File: src/rtl/rsm_defines.svh
// register offsets, field positions, reset values and encodings for the radio state machine config
`ifndef RSM_DEFINES_SVH
`define RSM_DEFINES_SVH
`define RSM_ADDR_CFG1       6'h17
`define RSM_ADDR_CFG0       6'h18
`define RSM_CFG1_RESET      8'h00
`define RSM_CFG0_RESET      8'h04
`define RSM_POSTTX_LSB      0
`define RSM_POSTTX_MSB      1
`define RSM_CAL_LSB         4
`define RSM_CAL_MSB         5
`define RSM_EXP_LSB         2
`define RSM_EXP_MSB         3
`define RSM_CFG1_WMASK      8'h3f
`define RSM_CFG0_WMASK      8'h3f
`define RSM_POSTTX_IDLE     2'h0
`define RSM_POSTTX_SYNTH    2'h1
`define RSM_POSTTX_STAY     2'h2
`define RSM_CAL_NEVER       2'h0
`define RSM_CAL_FROM_IDLE   2'h1
`define RSM_CAL_TO_IDLE     2'h2
`define RSM_CAL_EVERY4      2'h3
`define RSM_EXP_N0          9'h001
`define RSM_EXP_N1          9'h010
`define RSM_EXP_N2          9'h040
`define RSM_EXP_N3          9'h100
`define RSM_RIPPLE_W        6
`define RSM_CAL_CYCLES      8'h10
`endif

File: src/rtl/rsm_pkg.sv
// types for the radio state machine config block
package rsm_pkg;
  typedef enum logic [3:0] {
    RSM_IDLE  = 4'b0001,
    RSM_CAL   = 4'b0010,
    RSM_SYNTH = 4'b0100,
    RSM_TX    = 4'b1000
  } rsm_state_t;
endpackage : rsm_pkg

File: src/rtl/rsm_powerup.sv
// power-up expiry counter: ripple counter expiries after the oscillator settles
`timescale 1ns/1ns
`include "rsm_defines.svh"
module rsm_powerup #(
  parameter int RIPPLE_W = `RSM_RIPPLE_W
) (
  // clock and reset
  input  wire logic       mclk_i,
  input  wire logic       rst_b_i,
  // control
  input  wire logic       osc_ok_i,
  input  wire logic [1:0] expiry_sel_i,
  // status
  output logic            chip_ready_n_o,
  output logic            oscillator_settled_o
);
  logic [RIPPLE_W-1:0] rip_q, rip_d;
  logic [8:0]          exp_q, exp_d;
  logic                rdy_q, rdy_d;
  logic [8:0]          target;

  always_comb begin
    unique case (expiry_sel_i)
      2'h0: target = `RSM_EXP_N0;
      2'h1: target = `RSM_EXP_N1;
      2'h2: target = `RSM_EXP_N2;
      default: target = `RSM_EXP_N3;
    endcase
  end

  always_comb begin
    rip_d = rip_q;
    exp_d = exp_q;
    rdy_d = rdy_q;
    if (!osc_ok_i) begin
      // losing the oscillator restarts the whole wait
      rip_d = '0;
      exp_d = '0;
      rdy_d = 1'b0;
    end else if (!rdy_q) begin
      rip_d = rip_q + 1'b1;
      if (&rip_q) begin
        exp_d = exp_q + 9'h001;
        if (exp_q + 9'h001 >= target) rdy_d = 1'b1;
      end
    end
  end

  always_ff @(posedge mclk_i) begin
    if (!rst_b_i) begin
      rip_q <= '0;
      exp_q <= '0;
      rdy_q <= 1'b0;
    end else begin
      rip_q <= rip_d;
      exp_q <= exp_d;
      rdy_q <= rdy_d;
    end
  end

  // both follow one flop so they change together
  assign chip_ready_n_o       = ~rdy_q;
  assign oscillator_settled_o = rdy_q;
endmodule : rsm_powerup

File: src/rtl/rsm_core.sv
// radio control state machine with its two configuration registers
`timescale 1ns/1ns
`include "rsm_defines.svh"
module rsm_core
  import rsm_pkg::*;
(
  // clock and reset
  input  wire logic       mclk_i,
  input  wire logic       rst_b_i,
  // register port
  input  wire logic       reg_wr_i,
  input  wire logic       reg_rd_i,
  input  wire logic [5:0] reg_addr_i,
  input  wire logic [7:0] reg_wdata_i,
  output logic [7:0]      reg_rdata_o,
  // command strobes
  input  wire logic       go_tx_i,
  input  wire logic       go_synth_i,
  input  wire logic       go_idle_i,
  input  wire logic       synth_calibrate_strobe_i,
  // radio events
  input  wire logic       packet_done_i,
  input  wire logic       crystal_oscillator_on_i,
  // status
  output logic            cal_busy_o,
  output logic            restart_preamble_o,
  output logic [3:0]      radio_state_o,
  output logic            chip_ready_n_o,
  output logic            oscillator_settled_o
);
  logic [7:0] cfg1_q, cfg1_d;
  logic [7:0] cfg0_q, cfg0_d;
  logic [7:0] rdata_q, rdata_d;
  logic       osc_s1_q, osc_s2_q;
  rsm_state_t st_q, st_d;
  rsm_state_t after_q, after_d;
  logic [7:0] calcnt_q, calcnt_d;
  logic [1:0] ret4_q, ret4_d;
  logic       pre_q, pre_d;
  logic [1:0] after_send_next_state;
  logic [1:0] synth_autocal_select;
  logic       chip_ready_n;

  function automatic logic [7:0] reg_write(input logic [7:0] old, input logic [7:0] wd,
                                           input logic [7:0] mask);
    reg_write = (old & ~mask) | (wd & mask);
  endfunction : reg_write

  assign after_send_next_state = cfg1_q[`RSM_POSTTX_MSB:`RSM_POSTTX_LSB];
  // autocal shares config zero with the expiry setting; config one 5:2 is plain storage
  assign synth_autocal_select  = cfg0_q[`RSM_CAL_MSB:`RSM_CAL_LSB];

  // register file
  always_comb begin
    cfg1_d  = cfg1_q;
    cfg0_d  = cfg0_q;
    rdata_d = rdata_q;
    if (reg_wr_i && reg_addr_i == `RSM_ADDR_CFG1)
      cfg1_d = reg_write(cfg1_q, reg_wdata_i, `RSM_CFG1_WMASK);
    if (reg_wr_i && reg_addr_i == `RSM_ADDR_CFG0)
      cfg0_d = reg_write(cfg0_q, reg_wdata_i, `RSM_CFG0_WMASK);
    if (reg_rd_i) begin
      unique case (reg_addr_i)
        `RSM_ADDR_CFG1: rdata_d = cfg1_q;
        `RSM_ADDR_CFG0: rdata_d = cfg0_q;
        default:        rdata_d = 8'h00;
      endcase
    end
  end

  always_ff @(posedge mclk_i) begin
    if (!rst_b_i) begin
      cfg1_q  <= `RSM_CFG1_RESET;
      cfg0_q  <= `RSM_CFG0_RESET;
      rdata_q <= 8'h00;
    end else begin
      cfg1_q  <= cfg1_d;
      cfg0_q  <= cfg0_d;
      rdata_q <= rdata_d;
    end
  end

  // oscillator-good comes from the analog side, so synchronise it
  always_ff @(posedge mclk_i) begin
    if (!rst_b_i) begin
      osc_s1_q <= 1'b0;
      osc_s2_q <= 1'b0;
    end else begin
      osc_s1_q <= crystal_oscillator_on_i;
      osc_s2_q <= osc_s1_q;
    end
  end

  rsm_powerup #(
    .RIPPLE_W (`RSM_RIPPLE_W)
  ) u_powerup (
    .mclk_i               (mclk_i),
    .rst_b_i              (rst_b_i),
    .osc_ok_i             (osc_s2_q),
    .expiry_sel_i         (cfg0_q[`RSM_EXP_MSB:`RSM_EXP_LSB]),
    .chip_ready_n_o       (chip_ready_n),
    .oscillator_settled_o (oscillator_settled_o)
  );

  // radio state machine; in idle no commands are accepted until the chip reports ready, synth and transmit take them regardless
  always_comb begin
    st_d     = st_q;
    after_d  = after_q;
    calcnt_d = calcnt_q;
    ret4_d   = ret4_q;
    pre_d    = 1'b0;
    unique case (st_q)
      RSM_IDLE: begin
        if (!chip_ready_n) begin
          if (synth_calibrate_strobe_i) begin
            st_d     = RSM_CAL;
            after_d  = RSM_IDLE;
            calcnt_d = `RSM_CAL_CYCLES;
          end else if (go_tx_i || go_synth_i) begin
            after_d = go_tx_i ? RSM_TX : RSM_SYNTH;
            if (synth_autocal_select == `RSM_CAL_FROM_IDLE) begin
              st_d     = RSM_CAL;
              calcnt_d = `RSM_CAL_CYCLES;
            end else begin
              st_d = go_tx_i ? RSM_TX : RSM_SYNTH;
            end
          end
        end
      end
      RSM_CAL: begin
        calcnt_d = calcnt_q - 8'h01;
        if (calcnt_q == 8'h01) st_d = after_q;
      end
      RSM_SYNTH: begin
        if (go_tx_i) st_d = RSM_TX;
        else if (go_idle_i) st_d = RSM_IDLE;
      end
      RSM_TX: begin
        if (go_idle_i) begin
          st_d = RSM_IDLE;
        end else if (packet_done_i) begin
          unique case (after_send_next_state)
            `RSM_POSTTX_SYNTH: st_d = RSM_SYNTH;
            `RSM_POSTTX_STAY:  pre_d = 1'b1;
            `RSM_POSTTX_IDLE: begin
              st_d = RSM_IDLE;
              // automatic return to idle: 10 calibrates each time, 11 every fourth
              ret4_d = ret4_q + 2'h1;
              if (synth_autocal_select == `RSM_CAL_TO_IDLE ||
                  (synth_autocal_select == `RSM_CAL_EVERY4 && ret4_q == 2'h3)) begin
                st_d     = RSM_CAL;
                after_d  = RSM_IDLE;
                calcnt_d = `RSM_CAL_CYCLES;
              end
            end
            // reserved code: stay in transmit without restarting
            default: st_d = RSM_TX;
          endcase
        end
      end
      default: st_d = RSM_IDLE;
    endcase
  end

  always_ff @(posedge mclk_i) begin
    if (!rst_b_i) begin
      st_q     <= RSM_IDLE;
      after_q  <= RSM_IDLE;
      calcnt_q <= 8'h00;
      ret4_q   <= 2'h0;
      pre_q    <= 1'b0;
    end else begin
      st_q     <= st_d;
      after_q  <= after_d;
      calcnt_q <= calcnt_d;
      ret4_q   <= ret4_d;
      pre_q    <= pre_d;
    end
  end

  assign reg_rdata_o        = rdata_q;
  assign cal_busy_o         = (st_q == RSM_CAL);
  assign restart_preamble_o = pre_q;
  assign radio_state_o      = st_q;
  assign chip_ready_n_o     = chip_ready_n;
endmodule : rsm_core

File: config.mk
export PLATFORM = sky130hd
export DESIGN_NAME = rsm_core
export DESIGN_NICKNAME = d
export VERILOG_FILES = /design/src/rtl/rsm_pkg.sv /design/src/rtl/rsm_powerup.sv /design/src/rtl/rsm_core.sv
export VERILOG_INCLUDE_DIRS = /design/src /design/src/rtl
export SDC_FILE = /design/constraint.sdc
export NUM_CORES = 1
export LEC_CHECK = 0
export ABC_AREA = 1
export BUFFER_PORTS_ARGS = -buffer_cell sky130_fd_sc_hd__clkbuf_2
export CORE_MARGIN = 2
export CORE_UTILIZATION = 52
export DETAILED_ROUTE_END_ITERATION = 8
export PLACE_DENSITY = 0.86
export RECOVER_POWER = 100
export SLEW_MARGIN = 20
export SYNTH_ARGS = -nofsm -noshare
export SYNTH_HDL_FRONTEND = slang
export SYNTH_HIERARCHICAL = 1
export SYNTH_SLANG_ARGS = --single-unit
File: constraint.sdc
create_clock -name mclk_i -period 1.7 [get_ports mclk_i]
set_clock_uncertainty 0.1 [all_clocks]
set_input_delay 0.17 -clock mclk_i [delete_from_list [all_inputs] [get_ports mclk_i]]
set_output_delay 0.17 -clock mclk_i [all_outputs]
set_load 0.03 [all_outputs]
Yosys cells after proc, flatten, opt, wreduce, memory -nomap -nowiden

Index checks and enable logic that the tools add are counted.

Eq/ne operators: 26
Muxes and demuxes: 36
Add/sub/neg operators: 4
Bitwise gates (word level): 7
$lt $le $gt $ge: 1
Reduce and logical (&&, ||, !) cells: 17

Operators by type and width:

| cell                                             | count |
|---|---|
| 2-to-1 mux 4 bit                                 | 17 |
| 2-to-1 mux 8 bit                                 | 8 |
| case mux 9 bit (3 select lines)                  | 1 |
| case mux 8 bit (3 select lines)                  | 1 |
| OR 8 x 6 -> 8 bit                                | 2 |
| case mux 4 bit (4 select lines)                  | 1 |
| case mux 8 bit (2 select lines)                  | 1 |
| != test 3 bit, second input constant             | 5 |
| AND reduction 7 bit                              | 2 |
| == test 6 x 5 -> 1 bit, second input constant    | 2 |
| case mux 4 bit (3 select lines)                  | 1 |
| AND reduction 6 bit                              | 2 |
| == test 2 bit, second input constant             | 5 |
| adder 9 x 1 -> 9 bit, second input constant      | 1 |
| >= comparator 9 bit                              | 1 |
| == test 8 x 1 -> 1 bit, second input constant    | 1 |
| != test 2 bit, second input constant             | 4 |
| case mux 4 bit (2 select lines)                  | 1 |
| AND reduction 8 bit                              | 1 |
| subtractor 8 x 1 -> 8 bit, second input constant | 1 |
| adder 6 x 1 -> 6 bit, second input constant      | 1 |
| == test 2 x 1 -> 1 bit, second input constant    | 3 |
| NOT 1 bit                                        | 5 |
| == test 4 x 1 -> 1 bit, second input constant    | 1 |
| 15 further kinds                                 | 23 |

Bits of input ports: 24
Logic and storage cells: 104
Register bits: 61

Longest topological paths before layout

Depth in word-level cells: 8
Depth in mapped cells: 14

Cells and area by module

The synthesis kept the hierarchy.

By module, submodules not included:

| module      | cells an instance | area each (µm²) | times used | seq. area each (µm²) |
|---|---|---|---|---|
| rsm_core    | 312               | 2142.1          | 1          | 780.7 |
| rsm_powerup | 126               | 914.6           | 1          | 320.3 |

Worst setup path before layout

No wires, ideal clock.

Path kind: reg2reg
Start: register u_powerup.exp_q[0]
End: register u_powerup.rdy_q (netlist: u_powerup/oscillator_settled_o)
Slack: -0.099 ns
Stages on the path, launching flop included: 11
Data arrival time: 1.576 ns
Path through: dfxtp_1 ha_1 nand2_1 nor3_2 nand3_1 xor2_1 ha_1 nand2_1 nand2_1 nand2_1 a21oi_1

Word-level cells in the longest chain between the ends: 5

Ends and longest elaborated chain:

| element                | RTL line          | source |
|---|---|---|
| from (decl)            | rsm_powerup.sv:18 | `logic [8:0] exp_q, exp_d;` |
| from (signal assigned) | rsm_powerup.sv:56 | `exp_q <= exp_d;` |
| adder 9 x 1 -> 9 bit   | rsm_powerup.sv:44 | `if (exp_q + 9'h001 >= target) rdy_d = 1'b1;` |
| >= comparator 9 bit    | rsm_powerup.sv:44 |  |
| 2-to-1 mux 1 bit       | rsm_powerup.sv:44 |  |
| 2-to-1 mux 1 bit       | rsm_powerup.sv:42 | `if (&rip_q) begin` |
| 2-to-1 mux 1 bit       | rsm_powerup.sv:40 | `end else if (!rdy_q) begin` |
| to (signal assigned)   | rsm_powerup.sv:57 | `rdy_q <= rdy_d;` |
| to (decl)              | rsm_powerup.sv:19 | `logic rdy_q, rdy_d;` |

No other way between the ends.
A chain may end at the register's enable or synchronous reset.

Worst setup path after layout

Same ends and word-level chain as after synthesis.

==> out/qor.yml <==
worstPathRequired_ps: 1810
powerDensity_nw_per_um2: 995.0
path_cells: "ha_4 -> nand2_4 -> nor3_4 -> xor2_1 -> ha_1 -> nand2_1 -> nand2_1 -> nand2_1 -> nand2_1 -> nand2_1 -> a21oi_1"
maxSlewHeadroom_pct: 40.64
wl_met2_microns: 3338
row_count: 27
met3_length_microns: 410
post-route-period-util_pct: 105.5
cp_slowest_stage_delay_ps: 370
synth_area_sq_um: 3057
fin_crit_ps: 1794
ys_seq_elements: 55
p_seq_share_pct: 41.7
crit_type: "reg2reg"
p_sw_share_pct: 37.33
cts_made_buffers: 5
timing.hold.ws_ps: 6.016
core-area_sq_um: 5608
rsz0062_at_grt: "true"
ys_top_cells_by_count: "nand2_1 (90), inv_1 (58), dfxtp_1 (55)"
synth_cell_types: 37
max_freq_mhz: 557.4
highest_layer: "met4"
synth_flop_cell: "dfxtp_1"
dpl_cell_area_sq_um: 3369
holdCritPathClass: "in2reg"
status: "complete, but fails checks"
fp.dieW_microns: 80.67
final_area_sq_um: 3498
fin_nets: 520
clock-sinks: 55
area_growth_pct: 14.45
total_leakage_power_nw: 1.620
cts_root_buffer: "clkbuf_8"
violations: "setup timing"
wl_met1_microns: 3030
grt_start_max_net_pins: 21
viasPerCell: 5.376
synth_edf_count: 0
comb_power_share_pct: 33.8
power_mw: 3.481
setup_viol: 2
drv_cap: 0
htreeDepth: 2
wire_per_inst_microns: 12.35
dieArea_sq_um: 6508
arrival_ps: 1900
synth_top_area_share_pct: 36.02
drive_gt1_share_pct: 18.48
portBuffers: 37
endpoint_kind: "flop"
track_usage_pct: 22.08
ir_worst_vdd_uv: 519.5
ant_nets: 0
drc: 0
intPower_mw: 2.182
r2r_cells: 11
yosysMostFrequentCell: "nand2_1"
synth_nets: 471
yosys.area.top_type: "dfxtp_1"
ys_seq_area_share_pct: 36.02
worst_slack_ps: -94.08
cpMostUsedCell: "nand2_1"
grt-ovfl-total: 0
die_h_microns: 80.67
async_reset_ff_share_pct: 0
ys_top_cells_by_area: "dfxtp_1 (36%), nand2_1 (11%), nand3_1 (8.0%), inv_1 (7.1%), nor2_1 (5.0%)"
vias: 3005
fill_cells: 519
dr.pass1.iters: 5
maxSlewViolCount: 0
cts_tree: "built"
clk_pin_slew_ps: 100
grt_pass1_vias: 2681
start_kind: "flop"
drtIter0Drc: 281
antennaDiodeCount: 0
synth.yosys.warnings: 6
dp_hpwl_microns: 4986
synth_area_per_cell_sq_um: 6.979
clk_path_buf_depth: 2
initial_utilization_pct: 54.51
gp_congestion: 0.9038
clockPowerShare_pct: 24.5
hold_path_depth: 3
worst_pin_slew_ps: 887.2
p_switching_mw: 1.299
io_pins: 40
grt_pass1_wl_microns: 11500
r2r_slack_ps: -90
finalSetupTns_ps: -133.1
cp_slowest_cell: "dfxtp_2"
finalHoldViolations: 0
cp_max_fo: 3
clk_latency_ps: 310
postSynthCellCount: 438
antenna_found_initial: 0
utilization_pct: 62.38
routed_wl_microns: 6906
worst max-delay path, delay by kind of cell (launching register included):
family,cells,cell delay (ps)
adders and majority gates,2,430
AOI/OAI and AO/OA,1,50
xor gates and xnor gates,1,230
and+or+nand+nor,7,510
DFF,1,370
through the flow:
step / setup WS, ps / std cells
finish: -94.08 / 559
global route: -258.7 / 559
floorplan: 0.6961 / 438
CTS: -58.75 / 559
global placement: -42.68 / 549
detailed placement: -155.6 / 549
flip-flops by register name (all words and copies together) (netlist names):
name / cells
after_q: 3
u_powerup/oscillator_settled_o: 1
radio_state_o: 4
osc_s2_q: 1
cfg1_q: 6
calcnt_q: 8
osc_s1_q: 1
cfg0_q: 6
restart_preamble_o: 1
u_powerup/exp_q: 9
u_powerup/rip_q: 6
ret4_q: 2
reg_rdata_o: 7
cells in the final DEF, fill, tap and decap left out, types with 4 or more instances in the layout:
cell and instances:
a21oi_1 29, a21oi_2 4, a31o_2 4, buf_4 12, clkbuf_1 16, clkbuf_2 23
clkbuf_8 5, dfxtp_1 52, ha_1 8, inv_1 61, inv_2 4, nand2_1 88
nand2_2 8, nand3_1 48, nand4_1 4, nor2_1 39, nor2_2 6, nor2_4 4
nor3_1 7, o21ai_0 23, o21ai_1 9, xor2_1 4
what timing repair did:
action | 4_1_cts | 5_1_grt
gates resized for setup | 6 | 8
setup endpoints to repair | 1 | 6
buffers inserted | 1 | 0
hold endpoints to repair | 3 | 0
hold buffers | 2 | 0
pin swaps | 6 | 2
power groups by stage:
| stage | logic, mW | registers, mW | clock network, mW |
|---|---|---|---|
| floorplan | 0.823 | 1.54 | 0 |
| global placement | 1.11 | 1.48 | 0 |
| detailed placement | 1.14 | 1.48 | 0 |
| CTS | 1.16 | 1.45 | 0.860 |
| global route | 1.32 | 1.47 | 0.913 |
| finish | 1.18 | 1.45 | 0.854 |
layer usage:
metal | GRT usage [%] | vias to the layer above
li1 | - | 1510
met1 | 27.90 | 1374
met2 | 38.25 | 105
met3 | 3.258 | 16
met4 | 7.458 | 0
met5 | 0 | -
cells by family (layout without fill, tap and decap cells):
logic type | Yosys count | in the layout | share of synthesized area, %
AO/OA/AOI/OAI | 76 | 76 | 14.33
XOR/XNOR | 7 | 7 | 2.006
adder cells (fa/ha/maj) | 9 | 9 | 3.684
buffers and inverters | 75 | 124 | 10.19
flip-flops | 55 | 55 | 36.02
AND/OR/NAND/NOR | 216 | 216 | 33.77
final cells by class:
cell class / count / area (sq um) / area share, %
Clock inverter: 1 / 30.03 / 0.8584
Tap cell: 72 / 90.09 / 2.575
Sequential cell: 55 / 1105 / 31.58
Multi-Input combinational cell: 308 / 1675 / 47.89
Inverter: 65 / 244.0 / 6.974
Clock buffer: 6 / 72.57 / 2.074
Timing Repair Buffer: 52 / 281.5 / 8.047
worst paths after layout:
path | start | end
max | u_powerup/exp_q[0] | u_powerup/oscillator_settled_o
min | reg_wdata_i[2] | cfg1_q[2]
max reg2reg | u_powerup/exp_q[0] | u_powerup/oscillator_settled_o
min reg2reg | osc_s1_q | osc_s2_q
No activity file was read; power rests on OpenSTA's default activity.
